==> src/rtl/prs_pkg.sv <==
package prs_pkg;
   // Clock and timing
   localparam int unsigned CLK_HZ = 10_000_000;
   localparam int unsigned SETUP_OPEN_S = 2;
   localparam int unsigned SETUP_LOW_S = 4;
   localparam int unsigned SETUP_HIGH_S = 6;
   localparam int unsigned RESET_SHORT_MS = 140;
   localparam int unsigned RESET_LONG_MS = 240;
   localparam int unsigned SETUP_OPEN_CYC = SETUP_OPEN_S * CLK_HZ;
   localparam int unsigned SETUP_LOW_CYC = SETUP_LOW_S * CLK_HZ;
   localparam int unsigned SETUP_HIGH_CYC = SETUP_HIGH_S * CLK_HZ;
   localparam int unsigned RESET_SHORT_CYC = (RESET_SHORT_MS * (CLK_HZ / 1000));
   localparam int unsigned RESET_LONG_CYC = (RESET_LONG_MS * (CLK_HZ / 1000));
   localparam int unsigned CNT_W = 26;
   localparam int unsigned SYNC_W = 5;

   // Synchroniser bit positions
   localparam int unsigned IDX_UV = 4;
   localparam int unsigned IDX_REQ_A = 3;
   localparam int unsigned IDX_REQ_B = 2;
   localparam int unsigned IDX_SEL_HIGH = 1;
   localparam int unsigned IDX_SEL_LOW = 0;

   // Three-state select encoding
   typedef enum logic [1:0] {
      PRS_SEL_OPEN = 2'h0,
      PRS_SEL_LOW = 2'h1,
      PRS_SEL_HIGH = 2'h2
   } prs_sel_t;

   // Supervisor states
   typedef enum logic [1:0] {
      PRS_IDLE = 2'h0,
      PRS_HOLD = 2'h1,
      PRS_ASSERT = 2'h2,
      PRS_WAIT = 2'h3
   } prs_state_t;
endpackage

==> src/rtl/prs_supervisor.sv <==
`timescale 1ns/1ps
// How it works
// (RULE1) The high reset output rises on undervoltage or when both buttons are held for the setup delay.
// (RULE2) The high reset output stays up for the reset timeout after supply recovery or setup expiry.
// (RULE3) The low reset output falls under the same conditions that raise the high output.
// (RULE4) The low reset output stays low for the reset timeout after recovery or setup expiry.
// (RULE5) Holding both buttons for the setup delay gives exactly one reset of the timeout length.
// (RULE6) The setup delay is 2 s with select open, 4 s when tied low and 6 s when tied high.
// (RULE7) Undervoltage asserts both outputs at once with no qualifying delay.
// (RULE8) The reset timeout is a build option of 140 ms or 240 ms minimum.
// (RULE9) Releasing either button before the setup delay ends clears the count with no reset.
module prs_supervisor
   import prs_pkg::*;
#(
   parameter bit LONG_TIMEOUT = 1'b0,
   parameter int unsigned SETUP_OPEN_CYCLES = SETUP_OPEN_CYC,
   parameter int unsigned SETUP_LOW_CYCLES = SETUP_LOW_CYC,
   parameter int unsigned SETUP_HIGH_CYCLES = SETUP_HIGH_CYC,
   parameter int unsigned RESET_CYCLES = LONG_TIMEOUT ? RESET_LONG_CYC : RESET_SHORT_CYC
) (
   // Clock and reset
   input wire logic clk_sys,
   input wire logic rst,
   input wire logic clk_en,
   // Supply monitor and buttons
   input wire logic supply_low,
   input wire logic manual_req_a_n,
   input wire logic manual_req_b_n,
   // Three-state select: tied high, tied low, open
   input wire logic hold_sel_high,
   input wire logic hold_sel_low,
   // Reset outputs; low output is open drain
   output logic reset_out_high,
   output logic reset_out_low_o,
   output logic reset_out_low_oe_n
);
   typedef struct packed {
      prs_state_t state;
      logic [CNT_W-1:0] cnt;
      logic rst_high;
   } prs_state_rec_t;

   prs_state_rec_t st;
   prs_state_rec_t next_st;
   logic [SYNC_W-1:0] raw_in;
   logic [SYNC_W-1:0] sync_in;
   logic uv;
   logic both_held;
   prs_sel_t sel;
   logic [CNT_W-1:0] setup_cycles;

   // Refuse counts that the counter cannot hold
   if (SETUP_HIGH_CYCLES >= (64'd1 << CNT_W) || SETUP_LOW_CYCLES >= (64'd1 << CNT_W)
       || SETUP_OPEN_CYCLES >= (64'd1 << CNT_W) || RESET_CYCLES >= (64'd1 << CNT_W)
       || SETUP_OPEN_CYCLES < 1 || SETUP_LOW_CYCLES < 1 || SETUP_HIGH_CYCLES < 1
       || RESET_CYCLES < 1) begin : g_bad_counts
      $error("prs_supervisor counts out of range");
   end

   // Pin inputs, two flip-flops each
   assign raw_in = {supply_low, manual_req_a_n, manual_req_b_n, hold_sel_high, hold_sel_low};

   prs_sync #(
      .WIDTH(SYNC_W)
   ) u_sync (
      .clk_sys(clk_sys),
      .rst(rst),
      .clk_en(clk_en),
      .din(raw_in),
      .dout(sync_in)
   );

   assign uv = sync_in[IDX_UV];
   assign both_held = !sync_in[IDX_REQ_A] && !sync_in[IDX_REQ_B];

   // Setup select decode, tied high wins
   always_comb begin
      if (sync_in[IDX_SEL_HIGH]) begin
         sel = PRS_SEL_HIGH;
      end else if (sync_in[IDX_SEL_LOW]) begin
         sel = PRS_SEL_LOW;
      end else begin
         sel = PRS_SEL_OPEN;
      end
      case (sel) // [RULE6]
         PRS_SEL_LOW: setup_cycles = CNT_W'(SETUP_LOW_CYCLES);
         PRS_SEL_HIGH: setup_cycles = CNT_W'(SETUP_HIGH_CYCLES);
         default: setup_cycles = CNT_W'(SETUP_OPEN_CYCLES);
      endcase
   end

   // Supervisor state machine, frozen while the enable is low
   always_comb begin
      next_st = st;
      if (clk_en) begin
         case (st.state)
            PRS_IDLE: begin
               next_st.cnt = '0;
               next_st.rst_high = 1'b0;
               if (uv) begin
                  next_st.state = PRS_ASSERT; // [RULE7]
                  next_st.rst_high = 1'b1; // [RULE1] [RULE3]
               end else if (both_held) begin
                  next_st.state = PRS_HOLD;
                  next_st.cnt = CNT_W'(1);
               end
            end
            PRS_HOLD: begin
               if (uv) begin
                  next_st.state = PRS_ASSERT; // [RULE7]
                  next_st.rst_high = 1'b1;
                  next_st.cnt = '0;
               end else if (!both_held) begin
                  next_st.state = PRS_IDLE; // [RULE9]
                  next_st.cnt = '0;
               end else if (st.cnt >= setup_cycles) begin
                  next_st.state = PRS_ASSERT; // [RULE1] [RULE3] [RULE5]
                  next_st.rst_high = 1'b1;
                  next_st.cnt = '0;
               end else begin
                  next_st.cnt = st.cnt + CNT_W'(1);
               end
            end
            PRS_ASSERT: begin
               next_st.rst_high = 1'b1;
               if (uv) begin
                  next_st.cnt = '0;
               end else if (st.cnt >= CNT_W'(RESET_CYCLES - 1)) begin
                  next_st.rst_high = 1'b0; // [RULE2] [RULE4] [RULE8]
                  next_st.state = PRS_WAIT;
                  next_st.cnt = '0;
               end else begin
                  next_st.cnt = st.cnt + CNT_W'(1);
               end
            end
            PRS_WAIT: begin
               next_st.cnt = '0;
               if (uv) begin
                  next_st.state = PRS_ASSERT;
                  next_st.rst_high = 1'b1;
               end else if (!both_held) begin
                  next_st.state = PRS_IDLE; // [RULE5]
               end
            end
            default: begin
               next_st.state = PRS_IDLE;
               next_st.cnt = '0;
               next_st.rst_high = 1'b0;
            end
         endcase
      end
   end

   always_ff @(posedge clk_sys or posedge rst) begin
      if (rst) begin
         st <= '{state: PRS_IDLE, cnt: '0, rst_high: 1'b0};
      end else begin
         st <= next_st;
      end
   end

   // Registered reset outputs; the low one only pulls down
   assign reset_out_high = st.rst_high;
   assign reset_out_low_o = 1'b0;
   assign reset_out_low_oe_n = !st.rst_high; // [RULE3] [RULE4]

   // Checks on the supervisor's own behaviour
   a_uv_asserts: assert property (@(posedge clk_sys) disable iff (rst) // [RULE7]
      clk_en && uv |=> reset_out_high)
      else $error("undervoltage did not assert reset");
   a_outputs_agree: assert property (@(posedge clk_sys) disable iff (rst) // [RULE3]
      reset_out_high == !reset_out_low_oe_n)
      else $error("reset outputs disagree");
   a_release_cancel: assert property (@(posedge clk_sys) disable iff (rst) // [RULE9]
      clk_en && st.state == PRS_HOLD && !both_held && !uv |=> !reset_out_high && st.cnt == '0)
      else $error("button release did not cancel");
   a_rise_cause: assert property (@(posedge clk_sys) disable iff (rst) // [RULE1]
      $rose(reset_out_high) |-> $past(uv) || $past(st.state) == PRS_HOLD)
      else $error("reset rose without cause");
   a_hold_min: assert property (@(posedge clk_sys) disable iff (rst) // [RULE2]
      $rose(reset_out_high) |=> reset_out_high [*8])
      else $error("reset too short");
   a_fall_count: assert property (@(posedge clk_sys) disable iff (rst) // [RULE4]
      $fell(reset_out_high) |-> $past(st.cnt) == CNT_W'(RESET_CYCLES - 1) && !$past(uv))
      else $error("reset released early");
   a_one_shot: assert property (@(posedge clk_sys) disable iff (rst) // [RULE5]
      st.state == PRS_WAIT && !uv |-> !reset_out_high)
      else $error("second reset while buttons held");
   a_wait_stays: assert property (@(posedge clk_sys) disable iff (rst) // [RULE5]
      clk_en && st.state == PRS_WAIT && both_held && !uv |=> st.state == PRS_WAIT)
      else $error("hold restarted without release");
   a_setup_sel: assert property (@(posedge clk_sys) disable iff (rst) // [RULE6]
      sync_in[IDX_SEL_HIGH] |-> setup_cycles == CNT_W'(SETUP_HIGH_CYCLES))
      else $error("setup select wrong");
   a_setup_low: assert property (@(posedge clk_sys) disable iff (rst) // [RULE6]
      !sync_in[IDX_SEL_HIGH] && sync_in[IDX_SEL_LOW]
      |-> setup_cycles == CNT_W'(SETUP_LOW_CYCLES))
      else $error("setup select low wrong");
   a_setup_open: assert property (@(posedge clk_sys) disable iff (rst) // [RULE6]
      !sync_in[IDX_SEL_HIGH] && !sync_in[IDX_SEL_LOW]
      |-> setup_cycles == CNT_W'(SETUP_OPEN_CYCLES))
      else $error("setup select open wrong");
   a_hold_early: assert property (@(posedge clk_sys) disable iff (rst) // [RULE1]
      clk_en && st.state == PRS_HOLD && both_held && !uv && st.cnt < setup_cycles
      |=> st.state == PRS_HOLD && st.cnt == $past(st.cnt) + CNT_W'(1))
      else $error("hold ended before setup delay");
   a_uv_in_hold: assert property (@(posedge clk_sys) disable iff (rst) // [RULE7]
      clk_en && uv && st.state == PRS_HOLD |=> st.state == PRS_ASSERT && reset_out_high)
      else $error("undervoltage ignored during hold");
   a_uv_restart: assert property (@(posedge clk_sys) disable iff (rst) // [RULE2]
      clk_en && uv && st.state == PRS_ASSERT |=> reset_out_high && st.cnt == '0)
      else $error("timeout ran during undervoltage");
   a_enable_freeze: assert property (@(posedge clk_sys) disable iff (rst) // [RULE2]
      !clk_en |=> st == $past(st) && sync_in == $past(sync_in))
      else $error("state moved while enable low");
   c_uv_reset: cover property (@(posedge clk_sys) disable iff (rst) $rose(uv) ##1 reset_out_high);
   c_manual: cover property (@(posedge clk_sys) disable iff (rst)
      st.state == PRS_HOLD ##1 st.state == PRS_ASSERT);
   c_cancel: cover property (@(posedge clk_sys) disable iff (rst)
      st.state == PRS_HOLD ##1 st.state == PRS_IDLE);
   c_release: cover property (@(posedge clk_sys) disable iff (rst) $fell(reset_out_high));
   c_freeze: cover property (@(posedge clk_sys) disable iff (rst) !clk_en && reset_out_high);
endmodule // prs_supervisor

==> src/rtl/prs_sync.sv <==
`timescale 1ns/1ps
module prs_sync
   import prs_pkg::*;
#(
   parameter int unsigned WIDTH = SYNC_W
) (
   // Clock and reset
   input wire logic clk_sys,
   input wire logic rst,
   input wire logic clk_en,
   // Data
   input wire logic [WIDTH-1:0] din,
   output logic [WIDTH-1:0] dout
);
   typedef struct packed {
      logic [WIDTH-1:0] s1;
      logic [WIDTH-1:0] s2;
   } prs_sync_state_t;

   prs_sync_state_t st;
   prs_sync_state_t next_st;

   if (WIDTH < 1) begin : g_bad_width
      $error("prs_sync width must be at least 1");
   end

   always_comb begin
      next_st = st;
      if (clk_en) begin
         next_st.s1 = din;
         next_st.s2 = st.s1;
      end
   end

   always_ff @(posedge clk_sys or posedge rst) begin
      if (rst) begin
         st <= '0;
      end else begin
         st <= next_st;
      end
   end

   assign dout = st.s2;
endmodule // prs_sync

==> config.mk <==
export PLATFORM = sky130hd
export DESIGN_NAME = prs_supervisor
export DESIGN_NICKNAME = d
export VERILOG_FILES = /design/src/rtl/prs_pkg.sv /design/src/rtl/prs_supervisor.sv /design/src/rtl/prs_sync.sv
export SDC_FILE = /design/constraint.sdc
export NUM_CORES = 1
export LEC_CHECK = 0
export BUFFER_PORTS_ARGS = -buffer_cell sky130_fd_sc_hd__clkbuf_2
export CORE_MARGIN = 2
export CORE_UTILIZATION = 45
export DETAILED_ROUTE_END_ITERATION = 6
export PLACE_DENSITY = 0.67
export SLEW_MARGIN = 20
export SYNTH_ARGS = -nofsm -noshare
export SYNTH_HDL_FRONTEND = slang
export SYNTH_SLANG_ARGS = --single-unit
==> constraint.sdc <==
create_clock -name clk_sys -period 3.7 [get_ports clk_sys]
set_clock_uncertainty 0.2 [all_clocks]
set_input_delay 0.185 -clock clk_sys [delete_from_list [all_inputs] [get_ports clk_sys]]
set_output_delay 0.185 -clock clk_sys [all_outputs]
set_load 0.01 [all_outputs]
==> results of run 1 <==
-- path summary, 6_finish.rpt --
check	endpoint	slack (ns)	depth (start not counted)
min reg2reg	u_sync.dout[2]$_DFFE_PP0P_	0.31	1
min in group asynchronous	st[3]$_DFFE_PP0P_	0.33	4
max	st[1]$_DFFE_PP0P_	0.26	10
max in group asynchronous	st[9]$_DFFE_PP0P_	2.61	4
max reg2reg	st[1]$_DFFE_PP0P_	0.26	10
min	st[18]$_DFFE_PP0P_	0.19	4
-- cell usage in the layout (no fill, tap or decap), types with 10 or more instances in the layout --
master,count
sky130_fd_sc_hd__dfrtp_1,39
sky130_fd_sc_hd__nand2_1,25
sky130_fd_sc_hd__a21oi_1,22
sky130_fd_sc_hd__inv_1,20
sky130_fd_sc_hd__nor2_1,18
sky130_fd_sc_hd__ha_1,18
sky130_fd_sc_hd__o21ai_0,13
sky130_fd_sc_hd__nor3_1,11
sky130_fd_sc_hd__nand3_1,10
-- stage by stage --
stage	setup WS, ns	cells	total power (W)	instance area [sq um]	hold slack [ns]
after detailed placement	0.265	387	0.000879	2930	0.126
after global routing	0.0227	401	0.00133	3110	0.228
final	0.257	401	0.00126	3110	0.191
after CTS	0.223	401	0.00126	3110	0.196
after floorplan	0.631	310	0.000764	2790	0.137
after global placement	0.312	387	0.000876	2930	0.122
-- worst reg2reg max path, stage by stage, from the launching register on --
cell,delay (ns)
sky130_fd_sc_hd__dfrtp_1,0.43
sky130_fd_sc_hd__or2_2,0.31
sky130_fd_sc_hd__inv_1,0.14
sky130_fd_sc_hd__ha_1,0.27
sky130_fd_sc_hd__a21oi_1,0.13
sky130_fd_sc_hd__o21ai_0,0.13
sky130_fd_sc_hd__or4_4,0.59
sky130_fd_sc_hd__a2111oi_4,0.52
sky130_fd_sc_hd__buf_4,0.36
sky130_fd_sc_hd__o211ai_1,0.14
sky130_fd_sc_hd__a22oi_1,0.15
-- sequential cells by signal, summed over array words and instances (netlist names) --
signal and count:
u_sync.st 5, u_sync.dout 5, st 28, reset_out_high 1
-- power groups by stage --
stage | clock network [W] | registers [W] | logic (W)
2_1_floorplan | 0 | 0.000494 | 0.000271
3_3_place_gp | 0 | 0.000507 | 0.000370
3_5_place_dp | 0 | 0.000508 | 0.000371
4_1_cts | 0.000384 | 0.000500 | 0.000379
5_1_grt | 0.000404 | 0.000506 | 0.000418
6_report | 0.000384 | 0.000500 | 0.000380
-- timing repair --
action | CTS | global route
endpoints found under the hold margin | 44 | 0
hold buffers | 6 | 0
endpoints found under the setup margin | 0 | 3
-- logic make-up (layout without fill, tap and decap cells) --
kind of cell	after synthesis	after routing	synth area share [%]
buf+inv	36	52	5.11
simple gates	114	114	22.9
flops	39	39	35.0
xor+xnor	4	4	1.26
compound gates	86	86	22.8
fa+ha+maj	18	18	8.08
mux	12	12	4.71
other cells	1	1	0.134
-- cell type report --
class | instances | area [sq um]
fill | 568 | 2850
multi-input combinational | 235 | 1670
sequential | 39 | 976
timing repair buffer | 24 | 173
tap | 75 | 93.8
clock buffer | 6 | 82.6
inverter | 20 | 75.1
clock inverter | 2 | 35.0
-- per-layer routing --
layer	vias up	part of all wire, %
li1	1204	-
met1	1217	46
met2	63	48
met3	13	4.6
met4	0	1.6
met5	-	0
==> metrics.md, run 1 <==
| Metric | Value |
|---|---|
| Ordered cell list for the critical path | or2_2, inv_1, ha_1, a21oi_1, o21ai_0, or4_4, a2111oi_4, buf_4, o211ai_1, a22oi_1 |
| Drt via density | between 6 and 7 |
| Async set-or-reset flop fraction in the synthesized netlist | between 90% and 100% |
| Root buffer cell | sky130_fd_sc_hd__clkbuf_8 |
| GR Util met2 | approximately 36% |
| Count of antenna diodes in the layout | 0 |
| Area of the placeable core | 0.00596 sq mm |
| Average cell area after synthesis | 9.00 sq um |
| Top-count cell post-synth | sky130_fd_sc_hd__dfrtp_1 |
| Post-synth EDFFs | 0 |
| Max incr delay on CP | roughly 0.59 ns |
| Startpoint of the lowest-slack register-to-register path | u_sync.dout[1]$_DFFE_PP0P_ |
| First-pass GRT wire length | between 10000 and 15000 um |
| Part of the total power dissipated in the clock network | 30.4% |
| Row cnt | 28 |
| Die area | just under 0.007 sq mm |
| Total global routing track utilization | between 20% and 30% |
| Number of iterations in the first detailed-routing pass | 5 |
| Library cell occupying the most area in the post-synthesis netlist | sky130_fd_sc_hd__dfrtp_1 |
| Worst Path Max Fanout | 19 |
| Result of the run | finished clean |
| Required time worst endpoint | between 3 and 4 ns |
| Weighted congestion reported at the end of routability-driven placement | between 0.8 and 0.9 |
| Cells after Synth | between 300 and 400 |
| Final Hold Vio Count | 0 |
| Worst setup SP type | register |
| Overflow left after global routing | 0 |
| Worst Path Class, Setup | reg -> reg |
| Net switching power of the design | between 0.0004 and 0.0005 W |
| Critical Path AT | between 3 and 4 ns |
| Worst hold-check path type | in -> reg |
| Area delta synth->final | 11.4% |
| Setup-violating endpoint count in the final report | 0 |
| Final worst path period share | 93.1% |
| Highest ir drop seen on vdd | a little under 300 uV |
| Unrepaired setup endpoints after global routing | false |
| Worst-path clk slew | 0.08 ns |
| Setup Total Neg Slack | 0 ns |
| Via count of the first global-routing pass | ~2300 |
| Antenna Nets Post-Route | 0 |
| Cell area power density | 407 mW/mm^2 |
| Maximum number of pins on one net before global-route repair | 40 |
| Met1 Usage GRT | between 30% and 40% |
| Leading cell types by total area after synthesis | sky130_fd_sc_hd__dfrtp_1 35%, sky130_fd_sc_hd__ha_1 8.1%, sky130_fd_sc_hd__a21oi_1 3.9% |
| Clock latency on the worst-skew pair | around 0.30 ns |
| Maximum number of buffers from clock root to sink | 2 |
| Minimum period implied by the final worst setup slack | 3.44 ns |
| Maximum clock rate | approximately 290 MHz |
| Synthesized cell area | about 0.0028 sq mm |
| Number of ports placed on the die boundary | 11 |
| Vias after detailed routing | approximately 2500 |
| Primary flip-flop cell chosen by synthesis mapping | sky130_fd_sc_hd__dfrtp_1 |
| Worst Max-Slew Pin Slew | ~0.65 ns |
| Slew headroom | about 56% |
| Post-detail-place hpwl | roughly 4700 um |
| Number of warnings issued by yosys | 0 |
| Hold path start | clk_en |
| Met3 track demand over resource | 3.70% |
| Post CTS Setup Buffer Count | 0 |
| Cell variety after synth | 58 |
| Number of buffers inserted during clock tree synthesis | 5 |
| Kind of capture point of the worst setup path | register |
| Combinational cell fraction of total power | between 30% and 40% |
| Final core occ | a little over half |
| Proportion of layout cells with a drive suffix above 1 | between 10 and 15% |
| Effective utilization at floorplan | 46.8% |
| Number of DRC violations after detailed routing | 0 |
| First-iteration detailed-routing DRC count | about 270 |
| Max-slew violation count | 0 |
| Fraction of synthesized cell area taken by the top area cell type | about a third |
| Most instantiated cells after synthesis | 39 x sky130_fd_sc_hd__dfrtp_1, 25 x sky130_fd_sc_hd__nand2_1, 22 x sky130_fd_sc_hd__a21oi_1, 20 x sky130_fd_sc_hd__inv_1 |
| Synthesized netlist net count | approximately 340 |
| H-tree levels | 2 |
| Input/output buffers | 9 |
| Master of the slowest instance on the critical path | sky130_fd_sc_hd__or4_4 |
| Overall die height | roughly 83 um |
| Fraction of power spent switching nets | a little over a third |
| Clock tree from TritonCTS | done |
| Flop and latch count out of synthesis | 39 |
| Maximum capacitance violations | 0 |
| Most congested layer reported by global routing | met2 |
| Share of total power in sequential cells | between 30 and 40% |
| Post-CTS sizing | 0 |
| Wire length reported by the detailed router | 7050 um |
| Initial antenna violation count | 0 |
| Internal Pwr Total | 0.000809 W |
| Die extent in x | around 83 um |
| WL per Instance | 17.6 um |
| Post-layout net count | 351 |
| Leakage | 1.31 nW |
| Sum of buffers and inverters on the critical path | 2 |
| Largest delay contributor family on the critical path | compound AO/OA/AOI/OAI gates |
| Launching element of the worst setup path | u_sync.dout[1]$_DFFE_PP0P_ |
| Register area share after synthesis | between 30% and 40% |
| TritonCTS sink count | 39 |
No activity file was read; power rests on OpenSTA's default activity.
==> run 2, diff against run 1 <==
--- a/config.mk
+++ b/config.mk
@@ -10,6 +10,7 @@
 export CORE_UTILIZATION = 45
 export DETAILED_ROUTE_END_ITERATION = 6
 export PLACE_DENSITY = 0.67
+export REMOVE_ABC_BUFFERS = 1
 export SLEW_MARGIN = 20
 export SYNTH_ARGS = -nofsm -noshare
 export SYNTH_HDL_FRONTEND = slang
==> run 2 against run 1 <==
Effect of this change: critical path depth unchanged; power down 6.2%; non-clock buffer count up 3; fmax up 4.7%; register-to-register slack better by 0.15 ns; critical path type unchanged.
==> metrics.md, run 2 (synthesis gave the netlist of run 1 again) <==
| Metric | Value |
|---|---|
| Ordered cell list for the critical path | or2_2, inv_1, ha_1, a21oi_1, o21ai_0, or4_4, a2111oi_4, buf_4, o211ai_1, a22oi_1 (unchanged) |
| Part of the total power dissipated in the clock network | 24.6% (was 30.4%) |
| Capturing point of the worst reg2reg path | st[1]$_DFFE_PP0P_ (unchanged) |
| Required time worst endpoint | 3.71 ns (was 3.72 ns) |
| Max-slew violation count | 0 (unchanged) |
| Maximum capacitance violations | 0 (unchanged) |
| Max reg flops | 28 (unchanged) |
| Most congested layer reported by global routing | met2 (unchanged) |
| Maximum number of pins on one net before global-route repair | 40 (unchanged) |
| Worst Path Class, Setup | reg -> reg (unchanged) |
| Fin cells | 404 (was 401) |
| GR Util met2 | 36.3% (was 35.6%) |
| Setup Total Neg Slack | 0 ns (unchanged) |
| Worst reg2reg path depth | 10 (unchanged) |
| Combinational cell fraction of total power | 32.9% (was 30.0%) |
| Post-detail-place hpwl | 4960 um (was 4730 um) |
| Fraction of power spent switching nets | 38.1% (was 36.0%) |
| Power consumption | 0.00119 W (was 0.00126 W) |
| Weighted congestion reported at the end of routability-driven placement | 0.843 (was 0.878) |
| Commonest non-fill, non-tap cells in the layout | 39 x sky130_fd_sc_hd__dfrtp_1, 25 x sky130_fd_sc_hd__nand2_1, 22 x sky130_fd_sc_hd__a21oi_1 (unchanged) |
| Count of antenna diodes in the layout | 0 (unchanged) |
| Worst Path Max Fanout | 17 (was 19) |
| TritonCTS sink count | 39 (unchanged) |
| Critical Path AT | 3.30 ns (was 3.47 ns) |
| Initial antenna violation count | 0 (unchanged) |
| Wire length reported by the detailed router | 7060 um (was 7050 um) |
| Clock latency on the worst-skew pair | 0.30 ns (about the same) |
| Highest ir drop seen on vdd | 327 uV (was 297 uV) |
| Area delta synth->final | 11.0% (was 11.4%) |
| Unrepaired setup endpoints after global routing | false (unchanged) |
| Leakage | 1.31 nW (about the same) |
| H-tree levels | 2 (unchanged) |
| Cell area power density | 383 mW/mm^2 (was 407 mW/mm^2) |
| Filler instances | 558 (was 568) |
| Worst setup SP type | register (unchanged) |
| Max incr delay on CP | 0.58 ns (was 0.59 ns) |
| Result of the run | finished clean (unchanged) |
| Final core occ | 52.0% (was 52.1%) |
| Largest delay contributor family on the critical path | compound AO/OA/AOI/OAI gates (unchanged) |
| Drt via density | 6.22 (was 6.23) |
| Final worst path period share | 88.9% (was 93.1%) |
| Post CTS Setup Buffer Count | 0 (unchanged) |
| Startpoint of the lowest-slack register-to-register path | u_sync.dout[1]$_DFFE_PP0P_ (unchanged) |
| Area of the placeable core | 0.00596 sq mm (unchanged) |
| Register bank with the most flops | st (unchanged) |
| Share of total power in sequential cells | 42.4% (was 39.6%) |
| Die extent in x | 82.7 um (unchanged) |
| Number of buffers inserted during clock tree synthesis | 5 (unchanged) |
| Net switching power of the design | 0.000452 W (was 0.000456 W) |
| Hold-critical path depth | 5 (was 4) |
| Number of iterations in the first detailed-routing pass | 4 (was 5) |
| Hold path start | clk_en (unchanged) |
| Kind of capture point of the worst setup path | register (unchanged) |
| Overall die height | 82.7 um (unchanged) |
| Met1 Usage GRT | 31.7% (was 31.1%) |
| Master of the slowest instance on the critical path | sky130_fd_sc_hd__or4_4 (unchanged) |
| Most frequent standard cell in the layout excluding fill and tap cells | sky130_fd_sc_hd__dfrtp_1 (unchanged) |
| First-pass GRT wire length | 11600 um (was 11400 um) |
| Proportion of layout cells with a drive suffix above 1 | 14.3% (was 13.8%) |
| Number of ports placed on the die boundary | 11 (unchanged) |
| Placed instance count | 390 (was 387) |
| Row cnt | 28 (unchanged) |
| Number of DRC violations after detailed routing | 0 (unchanged) |
| Worst Max-Slew Pin Slew | 0.637 ns (was 0.650 ns) |
| Worst hold-check path type | in -> reg (unchanged) |
| WL per Instance | 17.5 um (was 17.6 um) |
| Vias after detailed routing | 2512 (was 2497) |
| Maximum clock rate | 304 MHz (was 290 MHz) |
| Root buffer cell | sky130_fd_sc_hd__clkbuf_8 (unchanged) |
| Via count of the first global-routing pass | 2341 (was 2320) |
| Worst hold path endpoint | st[8]$_DFFE_PP0P_ (was st[18]$_DFFE_PP0P_) |
| Total global routing track utilization | 22.4% (was 22.3%) |
| Slew headroom | 57.4% (was 56.4%) |
| Overflow left after global routing | 0 (unchanged) |
| Sum of buffers and inverters on the critical path | 2 (unchanged) |
| Input/output buffers | 9 (unchanged) |
| Clock tree from TritonCTS | done (unchanged) |
| Final WS setup | 0.411 ns (was 0.257 ns) |
| Final Hold Vio Count | 0 (unchanged) |
| Post-layout net count | 354 (was 351) |
| Internal Pwr Total | 0.000734 W (was 0.000809 W) |
| Effective utilization at floorplan | 46.8% (unchanged) |
| Antenna Nets Post-Route | 0 (unchanged) |
| Worst-path clk slew | 0.08 ns (about the same) |
| Setup-violating endpoint count in the final report | 0 (unchanged) |
| Minimum period implied by the final worst setup slack | 3.29 ns (was 3.44 ns) |
| Maximum number of buffers from clock root to sink | 2 (unchanged) |
| Met3 track demand over resource | 3.37% (was 3.70%) |
| Setup slack after placement | 0.408 ns (was 0.265 ns) |
| Setup slack of the most critical reg-to-reg path | 0.41 ns (was 0.26 ns) |
| First-iteration detailed-routing DRC count | 155 (was 269) |
| Die area | 0.00684 sq mm (unchanged) |
[run 2: changes by cell type in the layout (fill, tap and decap cells not counted)]
cell,previous run,this run
sky130_fd_sc_hd__clkbuf_1,0,1
sky130_fd_sc_hd__buf_4,9,12
sky130_fd_sc_hd__bufinv_16,1,0
sky130_fd_sc_hd__clkbuf_8,6,5
sky130_fd_sc_hd__clkinvlp_4,0,1
[run 2: worst max path at each step]
stage	to	from	cells after the start
floorplan	st[26]$_DFFE_PP0P_	u_sync.dout[1]$_DFFE_PP0P_	9
global placement	st[12]$_DFFE_PP0P_	u_sync.dout[1]$_DFFE_PP0P_	10
detailed placement	st[18]$_DFFE_PP0P_	u_sync.dout[1]$_DFFE_PP0P_	9
CTS	st[18]$_DFFE_PP0P_	u_sync.dout[1]$_DFFE_PP0P_	9
global route	st[25]$_DFFE_PP0P_	u_sync.dout[1]$_DFFE_PP0P_	9
finish	st[1]$_DFFE_PP0P_	u_sync.dout[1]$_DFFE_PP0P_	10
[run 2: metrics by stage]
step                area (sq um)  hold slack, ns
floorplan                   2720          0.0716
CTS                         3100           0.196
global route                3100           0.253
finish                      3100           0.203
detailed placement          2950           0.119
global placement            2950           0.120
[run 2: area by class of cell]
class	count	area, sq um	share of cell area [%]
Multi-Input combinational cell	235	1670	54.0
Sequential cell	39	976	31.5
Timing Repair Buffer	27	195	6.31
Inverter	20	75.1	2.43
Tap cell	75	93.8	3.03
Clock buffer	6	72.6	2.34
Clock inverter	2	12.5	0.404
[run 2: repair_timing]
item	4_1_cts	5_1_grt
endpoints found under the hold margin	44	0
hold buffers	6	0
gates resized for setup	0	0
[run 2: power by group through the flow]
stage	registers, W	logic [W]	clock network (W)
global route	0.000510	0.000424	0.000310
floorplan	0.000500	0.000240	0
CTS	0.000503	0.000386	0.000298
global placement	0.000510	0.000378	0
detailed placement	0.000512	0.000380	0
finish	0.000503	0.000391	0.000292
[run 2: metal layers]
layer | part of all wire (%) | wire length [um] | vias up
met5 | 0 | 0 | -
li1 | - | - | 1211
met3 | 4.4 | 307 | 5
met4 | 0.72 | 51 | 0
met1 | 47 | 3350 | 1233
met2 | 47 | 3350 | 63
[run 2: tightest hold or removal path: cells and delay by family]
kind | cells | cell delay, ns
buf+inv | 3 | 0.33
simple gates | 2 | 0.15
